### src/rtl/ctfm_defines.vh
// Constants for the CAN transceiver fault monitor
//
// Overview of operation
// - Logic 0 on transmit or receive means dominant, logic 1 means recessive.
// - Transmit input is ignored and bus kept recessive until reset permits operation.
// - Any of the four supervised faults sets the common bus fault flag.
// - With fault handling disabled, none of the four fault actions is taken.
// - Transmit dominant beyond the 700 us timeout disables transmitter and latches status.
// - After a disabling fault the transmitter stays off until software clears status.
// - Four dominant transmits without bus following disable transmitter, latch recessive fault.
// - Bus dominant beyond 700 us latches permanent dominant, transmitter stays enabled.
// - Four echo mismatches on receive path disable transmitter and latch status.
// - Host reads and clears latched fault bits over the strobed register port.
// - The path supports bus bit rates up to 1 Mbit/s.
`ifndef CTFM_DEFINES_VH
`define CTFM_DEFINES_VH

`define CTFM_CLK_MHZ 200
`define CTFM_TDOM_US 700
`define CTFM_TCAN_US 700
`define CTFM_TDOM_CYC (`CTFM_TDOM_US * `CTFM_CLK_MHZ)
`define CTFM_TCAN_CYC (`CTFM_TCAN_US * `CTFM_CLK_MHZ)
`define CTFM_ECHO_NS 1000
`define CTFM_ECHO_CYC ((`CTFM_ECHO_NS * `CTFM_CLK_MHZ) / 1000)
`define CTFM_MISS_LIMIT 3'h4

`define CTFM_ADDR_STATUS 4'h0
`define CTFM_ADDR_CTRL 4'h4

`define CTFM_BIT_TXDOM 0
`define CTFM_BIT_PREC 1
`define CTFM_BIT_PDOM 2
`define CTFM_BIT_RXREC 3
`define CTFM_BIT_ERR 4
`define CTFM_BIT_TXOFF 5
`define CTFM_BIT_DIS 0

`define CTFM_CTRL_RST 1'h0

`endif

### src/rtl/ctfm_top.v
// CAN transceiver fault supervision and transmit gating
//
// Decided for this implementation: the placing of the registers and strobed register access.
`timescale 1ns/1ps
`include "ctfm_defines.vh"

module ctfm_top #(
    parameter TDOM_CYC = `CTFM_TDOM_CYC,
    parameter TCAN_CYC = `CTFM_TCAN_CYC
) (
    input wire core_clk_i,
    input wire rstn_i,
    input wire tx_pin_i,
    input wire bus_rx_i,
    input wire echo_rx_i,
    input wire [3:0] addr_i,
    input wire [7:0] wdata_i,
    input wire wr_i,
    input wire rd_i,
    output reg [7:0] rdata_o,
    output reg bus_tx_o,
    output reg rx_pin_o
);

    // Pin synchronisers
    reg [1:0] tx_s_q;
    reg [1:0] bus_s_q;
    reg [1:0] echo_s_q;
    always @(posedge core_clk_i or negedge rstn_i) begin
        if (!rstn_i) begin
            tx_s_q <= 2'h3;
            bus_s_q <= 2'h3;
            echo_s_q <= 2'h3;
        end else begin
            tx_s_q <= {tx_s_q[0], tx_pin_i};
            bus_s_q <= {bus_s_q[0], bus_rx_i};
            echo_s_q <= {echo_s_q[0], echo_rx_i};
        end
    end
    wire tx_dom = ~tx_s_q[1];
    wire bus_dom = ~bus_s_q[1];
    wire echo_dom = ~echo_s_q[1];

    // Sized here so the window load needs no truncation
    localparam [15:0] ECHO_CYC = `CTFM_ECHO_CYC;

    reg tx_prev_q;
    reg [31:0] tdom_cnt_q;
    reg [31:0] tcan_cnt_q;
    reg [15:0] win_q;
    reg win_bus_q;
    reg win_echo_q;
    reg [2:0] miss_bus_q;
    reg [2:0] miss_echo_q;
    reg st_txdom_q;
    reg st_prec_q;
    reg st_pdom_q;
    reg st_rxrec_q;
    reg dis_q;
    reg run_q;

    wire clr = wr_i && (addr_i == `CTFM_ADDR_STATUS);
    wire [3:0] clr_mask = clr ? wdata_i[3:0] : 4'h0;
    wire any_clr = clr && (wdata_i[3:0] != 4'h0);
    wire tx_fell = tx_dom && !tx_prev_q;
    wire win_end = (win_q == 16'h0001);

    wire ev_txdom = !dis_q && tx_dom && (tdom_cnt_q >= TDOM_CYC);
    wire ev_pdom = !dis_q && bus_dom && (tcan_cnt_q >= TCAN_CYC);
    wire ev_prec = !dis_q && win_end && !win_bus_q && (miss_bus_q == `CTFM_MISS_LIMIT - 3'h1);
    wire ev_rxrec = !dis_q && win_end && !win_echo_q
        && (miss_echo_q == `CTFM_MISS_LIMIT - 3'h1);
    wire tx_off = st_txdom_q | st_prec_q | st_rxrec_q;

    // Reset release enables transmission one cycle later
    always @(posedge core_clk_i or negedge rstn_i) begin
        if (!rstn_i) begin
            run_q <= 1'b0;
        end else begin
            run_q <= 1'b1;
        end
    end

    // Dominant timers restart on the cleared status
    always @(posedge core_clk_i or negedge rstn_i) begin
        if (!rstn_i) begin
            tdom_cnt_q <= 32'h0;
            tcan_cnt_q <= 32'h0;
            tx_prev_q <= 1'b0;
        end else begin
            tx_prev_q <= tx_dom;
            if (any_clr || !tx_dom) begin
                tdom_cnt_q <= 32'h0;
            end else if (tdom_cnt_q < TDOM_CYC) begin
                tdom_cnt_q <= tdom_cnt_q + 32'h1;
            end
            if (any_clr || !bus_dom) begin
                tcan_cnt_q <= 32'h0;
            end else if (tcan_cnt_q < TCAN_CYC) begin
                tcan_cnt_q <= tcan_cnt_q + 32'h1;
            end
        end
    end

    // Echo window: 1 us after each dominant edge while the transmitter is enabled, one bit at 1 Mbit/s
    always @(posedge core_clk_i or negedge rstn_i) begin
        if (!rstn_i) begin
            win_q <= 16'h0;
            win_bus_q <= 1'b0;
            win_echo_q <= 1'b0;
            miss_bus_q <= 3'h0;
            miss_echo_q <= 3'h0;
        end else begin
            if (tx_fell && run_q && !tx_off) begin
                win_q <= ECHO_CYC;
                win_bus_q <= bus_dom;
                win_echo_q <= echo_dom;
            end else if (win_q != 16'h0) begin
                win_q <= win_q - 16'h1;
                win_bus_q <= win_bus_q | bus_dom;
                win_echo_q <= win_echo_q | echo_dom;
            end
            if (any_clr) begin
                miss_bus_q <= 3'h0;
                miss_echo_q <= 3'h0;
            end else if (win_end) begin
                if (!win_bus_q && miss_bus_q != `CTFM_MISS_LIMIT) begin
                    miss_bus_q <= miss_bus_q + 3'h1;
                end else if (win_bus_q) begin
                    miss_bus_q <= 3'h0;
                end
                if (!win_echo_q && miss_echo_q != `CTFM_MISS_LIMIT) begin
                    miss_echo_q <= miss_echo_q + 3'h1;
                end else if (win_echo_q) begin
                    miss_echo_q <= 3'h0;
                end
            end
        end
    end

    // Sticky status: a new fault wins over a clear in the same cycle
    always @(posedge core_clk_i or negedge rstn_i) begin
        if (!rstn_i) begin
            st_txdom_q <= 1'b0;
            st_prec_q <= 1'b0;
            st_pdom_q <= 1'b0;
            st_rxrec_q <= 1'b0;
            dis_q <= `CTFM_CTRL_RST;
        end else begin
            st_txdom_q <= ev_txdom | (st_txdom_q & ~clr_mask[`CTFM_BIT_TXDOM]);
            st_prec_q <= ev_prec | (st_prec_q & ~clr_mask[`CTFM_BIT_PREC]);
            st_pdom_q <= ev_pdom | (st_pdom_q & ~clr_mask[`CTFM_BIT_PDOM]);
            st_rxrec_q <= ev_rxrec | (st_rxrec_q & ~clr_mask[`CTFM_BIT_RXREC]);
            if (wr_i && addr_i == `CTFM_ADDR_CTRL) begin
                dis_q <= wdata_i[`CTFM_BIT_DIS];
            end
        end
    end

    wire err = st_txdom_q | st_prec_q | st_pdom_q | st_rxrec_q;

    // Pin outputs and register read port
    always @(posedge core_clk_i or negedge rstn_i) begin
        if (!rstn_i) begin
            bus_tx_o <= 1'b1;
            rx_pin_o <= 1'b1;
            rdata_o <= 8'h0;
        end else begin
            bus_tx_o <= (run_q && !tx_off) ? tx_s_q[1] : 1'b1;
            rx_pin_o <= bus_s_q[1];
            if (rd_i) begin
                if (addr_i == `CTFM_ADDR_STATUS) begin
                    rdata_o <= {2'h0, tx_off, err, st_rxrec_q, st_pdom_q,
                        st_prec_q, st_txdom_q};
                end else if (addr_i == `CTFM_ADDR_CTRL) begin
                    rdata_o <= {7'h0, dis_q};
                end else begin
                    rdata_o <= 8'h0;
                end
            end else begin
                rdata_o <= 8'h0;
            end
        end
    end

endmodule

### config.mk
export PLATFORM = sky130hd
export DESIGN_NAME = ctfm_top
export DESIGN_NICKNAME = d
export VERILOG_FILES = /design/src/rtl/ctfm_top.v
export VERILOG_INCLUDE_DIRS = /design/src /design/src/rtl
export SDC_FILE = /design/constraint.sdc
export NUM_CORES = 1
export LEC_CHECK = 0
export BUFFER_PORTS_ARGS = -buffer_cell sky130_fd_sc_hd__buf_2
export CAP_MARGIN = 10
export CORE_ASPECT_RATIO = 0.7
export CORE_MARGIN = 4
export CORE_UTILIZATION = 30
export CTS_CLUSTER_SIZE = 28
export DETAILED_ROUTE_END_ITERATION = 6
export PLACE_DENSITY_LB_ADDON = 0.25
export SLEW_MARGIN = 20
export SYNTH_ARGS = -nofsm -noshare
export SYNTH_HDL_FRONTEND = slang
export SYNTH_SLANG_ARGS = --single-unit
export TNS_END_PERCENT = 50
### constraint.sdc
create_clock -name core_clk_i -period 7.1 [get_ports core_clk_i]
set_clock_uncertainty 0.05 [all_clocks]
set_input_delay 1.065 -clock core_clk_i [delete_from_list [all_inputs] [get_ports core_clk_i]]
set_output_delay 1.065 -clock core_clk_i [all_outputs]
set_load 0.05 [all_outputs]
==> results of run 1 <==
==> area by class of cell <==
cell class	count	area, µm²	area share (%)
flip-flops and latches	109	2738	47.86
multi-input cells	357	2230	38.98
well taps	225	281.5	4.921
clock buffers	9	225.2	3.937
repair buffers	23	120.1	2.100
inverters	18	67.56	1.181
clock inverters	7	58.81	1.028
==> power by group <==
group	switching [W]	total, W	internal [W]
sequential	0.0000626	0.000748	0.000685
clock	0.000241	0.000484	0.000243
combinational	0.000149	0.000246	0.0000968
total	0.000453	0.00148	0.00103
==> registers in the layout, summed over array words and instances, names as in the netlist, 2 cells and up <==
signal	count
rdata_o	6
miss_bus_q	3
win_q	16
miss_echo_q	3
tdom_cnt_q	32
echo_s_q	2
tcan_cnt_q	32
tx_s_q	2
bus_s_q	2
==> routing by layer <==
layer / up-vias / track usage (%)
li1: 1855 / -
met3: 8 / 2.695
met4: 0 / 3.575
met5: - / 0
met1: 1878 / 18.23
met2: 56 / 18.10
==> path summary, 6_finish.rpt <==
check | start | to | depth (start not counted)
min in group asynchronous | rstn_i | tcan_cnt_q[8]$_DFFE_PN0P_ | 1
min reg2reg | tx_s_q[0]$_DFF_PN1_ | tx_s_q[1]$_DFF_PN1_ | 0
max in group asynchronous | rstn_i | win_q[15]$_DFFE_PN0P_ | 2
max reg2reg | win_q[2]$_DFFE_PN0P_ | miss_echo_q[1]$_DFFE_PN0P_ | 5
min | tx_s_q[0]$_DFF_PN1_ | tx_s_q[1]$_DFF_PN1_ | 0
max | addr_i[1] | tcan_cnt_q[3]$_DFFE_PN0P_ | 6
==> cell usage after synthesis (3+ instances only) <==
cell      count  area, µm²
o21ai_0      18      90.09
clkbuf_1     19      71.32
and3_1       19      118.9
a21oi_1      30      150.1
ha_1         13      162.7
o31ai_1      18      135.1
dfrtp_1     101       2527
nor4_1        3      18.77
nor2_1       42      157.7
xor2_1       12      105.1
nand3_1      22      110.1
a31oi_1       5      31.28
nor3_1       17      85.08
or3_1        13      81.33
nand4_1      16      100.1
or4_1        22      165.2
inv_1        18      67.56
and2_1       20      125.1
dfstp_2       8      210.2
a31o_2        3      26.28
nor2b_1       4      25.02
nand2_1      36      135.1
mux2i_1       3      30.03
==> cell families after synthesis <==
kind of cell    after synthesis
mux                           5
fa+ha+maj                    13
xor+xnor                     14
simple gates                228
compound gates               94
flops                       109
other cells                   2
buf+inv                      39
==> worst reg2reg max path: stages, from the launching register on <==
cell and delay (ns):
dfrtp_1 0.42, nor3_1 0.42, and2_1 0.45, nand4b_1 0.53, or4b_2 0.79, a31oi_1 0.19
==> per-stage QoR <==
step / power, W / hold slack [ns] / util, % / instances
final: 0.001478 / 0.3302 / 34.68 / 748
after global placement: 0.0009938 / 0.3212 / 32.92 / 732
after floorplan: 0.0009332 / 0.2952 / - / 505
after CTS: 0.001499 / 0.3331 / 34.64 / 748
after detailed placement: 0.001006 / 0.3217 / 32.92 / 732
after global routing: 0.001570 / 0.3307 / 34.68 / 748
==> results.txt, run 1 <==
Unrepaired setup endpoints after global routing - false
Period minus WS final - 3.148 ns
CP Class - in2reg
PD cells - 258.4 nW/µm²
Vias/cell - 5.076
Worst slew pin tran - 0.9787 ns
Area of placed instances - 5429 µm²
CTS HTree Levels - 3
Main combinational cell family by area after synthesis - simple AND/OR/NAND/NOR gates
Post-Synth Simple-Gate Area - 24.49%
Clock net sink count - 109
Dominant synthesized flop cell - dfrtp_1
Leakage - 2.554 nW
First-pass GRT wire length - 18920 µm
Clock-pin transition on the worst setup and hold timing paths - 0.07 ns
Drt wl/cell - 14.83 µm
Die ar. - 19220 µm²
Die H - 117.2 µm
Critical path startpoint category - input pin
# IOs - 29
Via Count - 3797
Metal3 WL - 356 µm
Worst Setup End Kind - register
Synth Area in Compound Gates - 12.17%
CTS tree - built
Fin. Hold Viols - 0
Layout cells sized above 1 - 11.66%
Layout Nets - 550
Setup-failing EPs final - 0
Async set or reset register ratio after synthesis - 100.0%
Largest net degree at the start of global routing - 62
Worst ir drop on vdd - 0.1145 mV
Total GRT Usage - 12.29%
Placer Congestion - 0.7907
Synth-to-Final Area Change - 11.95%
PortBufs - 22
Met2 WL - 4820 µm
Cts hold-fix bufs - 0
Post_cts resized - 0
Post-synthesis mux area share - 1.028%
Setup Buffers After CTS - 0
Core ar. - 16490 µm²
Synthesized area per cell - 10.14 µm²
Root buf cell - clkbuf_16
#FFs+latches synth - 109
Area share of xor/xnor cells in the synthesized design - 2.400%
Max-cap violations - 0
Number of DRC violations after detailed-routing iteration 0 - 351
Critical Path AT - 3.33 ns
Most frequent cells in the layout - dfrtp_1 (101), nor2_1 (41), nand2_1 (36)
Remaining DRCs - 0
Top sig layer - met4
Ys Warns - 0
Number of flops mapped to enable cells by yosys - 0
Flop2flop setup slack - 4.18 ns
Fmax - 317.7 MHz
Sequential fraction of the synthesis area - 53.57%
Finished layout cell area - 5720 µm²
Worst min-delay path category - reg2reg
Worst-path fanout max - 20
Top delay family on crit path - simple AND/OR/NAND/NOR gates
Final Cycle Share - 44.34%
Fill count - 1684
CP peak stage delay - 0.66 ns
Post-Synthesis Cells - 504
Status - finished, final reports clean
Antenna violations before repair - 0
Total grt overflow - 0
Initial cell density of the core - 30.98%
Number of antenna diodes - 0
CP Data Required Time - 7.29 ns
Die width - 164.0 µm
Adder-Cell Fraction of Synth Area - 3.183%
Met1 WL - 5801 µm
Most common cell after layout, fill and taps aside - dfrtp_1
Post-Route WL - 11090 µm
Mapped Area - 5110 µm²
CTS max path bufs - 2
Final Max Tran Viols - 0
CTS buffer count - 9
DRT Pass-1 Iters - 4
Setup Slack @ Placement - 3.577 ns
DP Wirelength - 7568 µm
Slew margin rel. - 33.72%
Post-synth cell types - 55
Num rows - 39
Final setup TNS - 0 ns
Critical-path top delay cell - or3_1
Fin worst setup slack - 3.952 ns
Final ANT Viol Nets - 0
WP buf/inv - 1
Worst-Skew Late Latency - 0.35 ns
Vias in the first global route - 3687
CP Cell Sequence - buf_2, or4b_1, or3_1, nand2_1, nor2_1, a31o_2
(Power assumes the default switching activity.)
==> inputs of run 2 (changes only) <==
- clock period: 7.1 -> 3.2 ns (I/O delays scaled with it)
==> run 2 against run 1 <==
Effect of this change:
- total power rose by 130%
- worst hold slack got worse by 0.19 ns
- critical path depth fell by 1
- clock power rose by 140%
- largest power group unchanged
- clock-buffer cell count rose by 2
==> results.txt, run 2 (same netlist as run 1, synthesis figures left out) <==
Status - finished, final reports clean
CTS tree - built
Layout Nets - 562
Core ar. - 16490 µm²
Final ANT Viol Nets - 0
Total grt overflow - 0
Clock net sink count - 109
Unrepaired setup endpoints after global routing - false
Drt wl/cell - 14.83 µm
Layout cells sized above 1 - 13.08%
CP Data Required Time - 3.43 ns
Biggest regs - tcan_cnt_q: 32 flops, tdom_cnt_q: 32 flops, win_q: 16 flops
R2r worst-path depth - 5
Hold Slack - 0.1393 ns
DP Wirelength - 7896 µm
Critical path startpoint category - register
Vias/cell - 5.074
Final Max Tran Viols - 0
CTS buffer count - 9
Period minus WS final - 2.461 ns
Setup Buffers After CTS - 0
Via Count - 3856
CP Class - reg2reg
Worst Setup End Kind - register
Die width - 164.0 µm
Final setup TNS - 0 ns
Fill count - 1698
Post_cts resized - 0
Cts hold-fix bufs - 0
Critical Path AT - 2.69 ns
Leakage - 2.617 nW
Final Cycle Share - 76.92%
CTS HTree Levels - 3
Fin. Hold Viols - 0
Fmax - 406.3 MHz
Synth-to-Final Area Change - 14.05%
Slew margin rel. - 32.01%
# IOs - 29
Remaining DRCs - 0
Most common cell after layout, fill and taps aside - dfrtp_1
First-pass GRT wire length - 19330 µm
PortBufs - 22
Root buf cell - clkbuf_16
Total GRT Usage - 12.63%
Placer Congestion - 0.7740
Vias in the first global route - 3812
Worst-Skew Late Latency - 0.35 ns
Clock-pin transition on the worst setup and hold timing paths - 0.07 ns
Number of DRC violations after detailed-routing iteration 0 - 246
Antenna violations before repair - 0
RR Endpoint - tcan_cnt_q[13]$_DFFE_PN0P_
RR Startpoint - tcan_cnt_q[26]$_DFFE_PN0P_
DRT Pass-1 Iters - 4
Die ar. - 19220 µm²
Worst slew pin tran - 1.004 ns
Max-cap violations - 0
Post-Route WL - 11270 µm
Worst min-delay path category - in2async
PD cells - 579.2 nW/µm²
Flop2flop setup slack - 0.74 ns
CTS max path bufs - 2
Most frequent cells in the layout - dfrtp_1 (101), nor2_1 (42), nand2_1 (36)
Die H - 117.2 µm
Num rows - 39
Worst ir drop on vdd - 0.2509 mV
Largest net degree at the start of global routing - 58
Number of antenna diodes - 0
Worst-path fanout max - 7
Setup-failing EPs final - 0
Initial cell density of the core - 30.98%
run 2: how the worst max path moves through the flow:
stage                                          start                         end  cells after the start
after detailed placement  tcan_cnt_q[26]$_DFFE_PN0P_  tcan_cnt_q[15]$_DFFE_PN0P_                      5
final                     tcan_cnt_q[26]$_DFFE_PN0P_  tcan_cnt_q[13]$_DFFE_PN0P_                      5
after floorplan                            addr_i[1]   tdom_cnt_q[0]$_DFFE_PN0P_                      6
after global routing      tcan_cnt_q[26]$_DFFE_PN0P_  tcan_cnt_q[15]$_DFFE_PN0P_                      5
after global placement    tcan_cnt_q[26]$_DFFE_PN0P_  tcan_cnt_q[16]$_DFFE_PN0P_                      5
after CTS                 tcan_cnt_q[26]$_DFFE_PN0P_  tcan_cnt_q[13]$_DFFE_PN0P_                      5
run 2: routing by layer:
metal | GRT usage (%) | routed length, µm
met5 | 0 | 0
met4 | 3.073 | 64
met3 | 2.765 | 314
met2 | 19.34 | 5078
met1 | 18.36 | 5812
run 2: critical path, stage by stage, from the launching register on:
cell and delay (ns):
dfrtp_1 0.37, or4_4 0.54, a2111oi_4 0.55, nand3_2 0.26, or4_1 0.46, a21oi_1 0.15
run 2: power breakdown:
part	total [W]	internal, W	switching, W
combinational	0.000556	0.000220	0.000336
sequential	0.00166	0.00152	0.000143
clock	0.00116	0.000639	0.000517
total	0.00338	0.00238	0.000996
run 2: stage by stage:
stage | util (%) | worst slack, ns | instances | total power, W | instance area [µm²]
after floorplan | - | 0.8873 | 505 | 0.002071 | 5114
final | 35.34 | 0.7386 | 760 | 0.003376 | 5828
after global placement | 33.46 | 0.7701 | 744 | 0.002213 | 5519
after global routing | 35.34 | 0.5739 | 760 | 0.003584 | 5828
after detailed placement | 33.46 | 0.7456 | 744 | 0.002249 | 5519
after CTS | 35.34 | 0.7229 | 760 | 0.003425 | 5828
run 2: area by class of cell:
type                            instances  area, µm²  share of cell area [%]
Clock buffer                           11      242.7                   4.165
Sequential cell                       109       2738                   46.97
Inverter                               18      67.56                   1.159
Timing Repair Buffer                   35      210.2                   3.607
Clock inverter                          5      66.31                   1.138
Multi-Input combinational cell        357       2222                   38.13
Tap cell                              225      281.5                   4.830
==> inputs of run 3 (changes only) <==
- clock period: 3.2 -> 2.5 ns (I/O delays scaled with it)
==> run 3 against run 2 <==
Effect of this change:
- design area up 1.3%
- largest power group unchanged
- clock-buffer cell count shrank 2
- via count rose by 1.3%
- utilization rose by 0.47 points
- routed wire length shrank 0.47%
- largest cell class unchanged
- first-iteration DRC count up 25%
- cell count increased by 0.66%
- critical endpoint is now tcan_cnt_q[10]$_DFFE_PN0P_
- total power up 28%
- critical path depth up 1
- combinational power up 31%
- clock power increased by 25%
==> results.txt, run 3 (same netlist as run 1, synthesis figures left out) <==
Worst-Skew Late Latency - 0.35 ns
Remaining DRCs - 0
Setup Slack @ Placement - 0.1080 ns
Post-Route WL - 11220 µm
Drt wl/cell - 14.66 µm
Sw power - 0.001283 W
Worst slew pin tran - 0.7068 ns
CTS HTree Levels - 3
Final ANT Viol Nets - 0
PD cells - 730.4 nW/µm²
Setup-failing EPs final - 0
Fmax - 419.9 MHz
Worst-path fanout max - 10
Number of DRC violations after detailed-routing iteration 0 - 308
Die H - 117.2 µm
CTS tree - built
Die width - 164.0 µm
Die ar. - 19220 µm²
Worst min-delay path category - in2reg
Final Cycle Share - 95.26%
Final Max Tran Viols - 0
DRT Pass-1 Iters - 5
Worst Setup SP - tcan_cnt_q[26]$_DFFE_PN0P_
Placer Congestion - 0.7726
Biggest regs - tcan_cnt_q: 32 flops, tdom_cnt_q: 32 flops, win_q: 16 flops
Core ar. - 16490 µm²
Fin. Hold Viols - 0
PortBufs - 22
Root buf cell - clkbuf_16
Period minus WS final - 2.381 ns
Fin worst setup slack - 0.1186 ns
Part of the power in the clock network - 33.6%
Number of antenna diodes - 0
Most common cell after layout, fill and taps aside - dfrtp_1
Clock-pin transition on the worst setup and hold timing paths - 0.07 ns
Comb pwr share - 16.9%
Sw Ratio - 29.75%
Leakage - 2.644 nW
Worst Setup End Kind - register
Vias/cell - 5.106
Flop2flop setup slack - 0.12 ns
Total GRT Usage - 12.66%
Status - finished, final reports clean
Total power - 0.004313 W
Num rows - 39
Layout Nets - 567
CTS buffer count - 9
# IOs - 29
RR Startpoint - tcan_cnt_q[26]$_DFFE_PN0P_
Total grt overflow - 0
First-pass GRT wire length - 19520 µm
Via Count - 3906
Critical Path AT - 2.61 ns
Hold path startpoint - tx_pin_i
Fill count - 1676
Most frequent cells in the layout - dfrtp_1 (101), nor2_1 (42), nand2_1 (36)
DP Wirelength - 7880 µm
CTS max path bufs - 2
Layout cells sized above 1 - 14.63%
CP Data Required Time - 2.73 ns
Sequential Power Share - 49.5%
Critical path startpoint category - register
Slew margin rel. - 52.88%
CP Class - reg2reg
Max-cap violations - 0
Final setup TNS - 0 ns
Clock net sink count - 109
Worst ir drop on vdd - 0.2909 mV
Vias in the first global route - 3884
Internal power - 0.003030 W
Initial cell density of the core - 30.98%
Antenna violations before repair - 0
Synth-to-Final Area Change - 15.57%
Largest net degree at the start of global routing - 45
Hold Slack - 0.06846 ns
-- run 3: final timing paths --
path                                               to  cells past startpoint
setup / recovery           tcan_cnt_q[10]$_DFFE_PN0P_                      6
hold reg to reg                   tx_s_q[1]$_DFF_PN1_                      0
min in group asynchronous  tcan_cnt_q[12]$_DFFE_PN0P_                      2
setup reg to reg           tcan_cnt_q[10]$_DFFE_PN0P_                      6
hold / removal                    tx_s_q[0]$_DFF_PN1_                      1
max in group asynchronous          bus_tx_o$_DFF_PN1_                      3
-- run 3: critical path, stage by stage (launching register included) --
cell and delay [ns]:
dfrtp_1 0.38, or4_4 0.55, a2111oi_4 0.34, buf_4 0.21, nand3_4 0.12, or4_1 0.52
a21oi_2 0.16
-- run 3: repair_timing --
item	4_1_cts	5_1_grt
endpoints found under the setup margin	0	9
hold endpoints to repair	29	0
gates resized for setup	0	5
buffers inserted	0	0
hold buffers	1	0
-- run 3: routing by layer --
metal	global-route usage, %	vias up	share of wire (%)
li1	-	1895	-
met2	18.90	61	42
met5	0	-	0
met1	18.70	1939	53
met4	3.687	0	1.4
met3	2.555	11	3.1
-- run 3: per-stage QoR --
stage	instances	instance area (µm²)	utilization, %
finish	765	5906	35.81
CTS	765	5884	35.68
detailed placement	748	5574	33.80
global route	765	5906	35.81
global placement	748	5574	33.80
floorplan	505	5114	-
-- run 3: cell type report --
type | count | area, µm² | share of cell area, %
clock buffer | 9 | 225.2 | 3.814
clock inverter | 7 | 75.07 | 1.271
inverter | 18 | 67.56 | 1.144
multi-input combinational | 357 | 2243 | 37.99
sequential | 109 | 2738 | 46.36
tap | 225 | 281.5 | 4.767
timing repair buffer | 40 | 275.3 | 4.661
-- run 3: power groups by stage --
| stage | Combinational, W | Sequential [W] | Clock [W] |
|---|---|---|---|
| floorplan | 0.000529 | 0.00212 | 0 |
| global placement | 0.000696 | 0.00215 | 0 |
| detailed placement | 0.000726 | 0.00216 | 0 |
| CTS | 0.000731 | 0.00213 | 0.00151 |
| global route | 0.000851 | 0.00216 | 0.00158 |
| finish | 0.000731 | 0.00213 | 0.00145 |
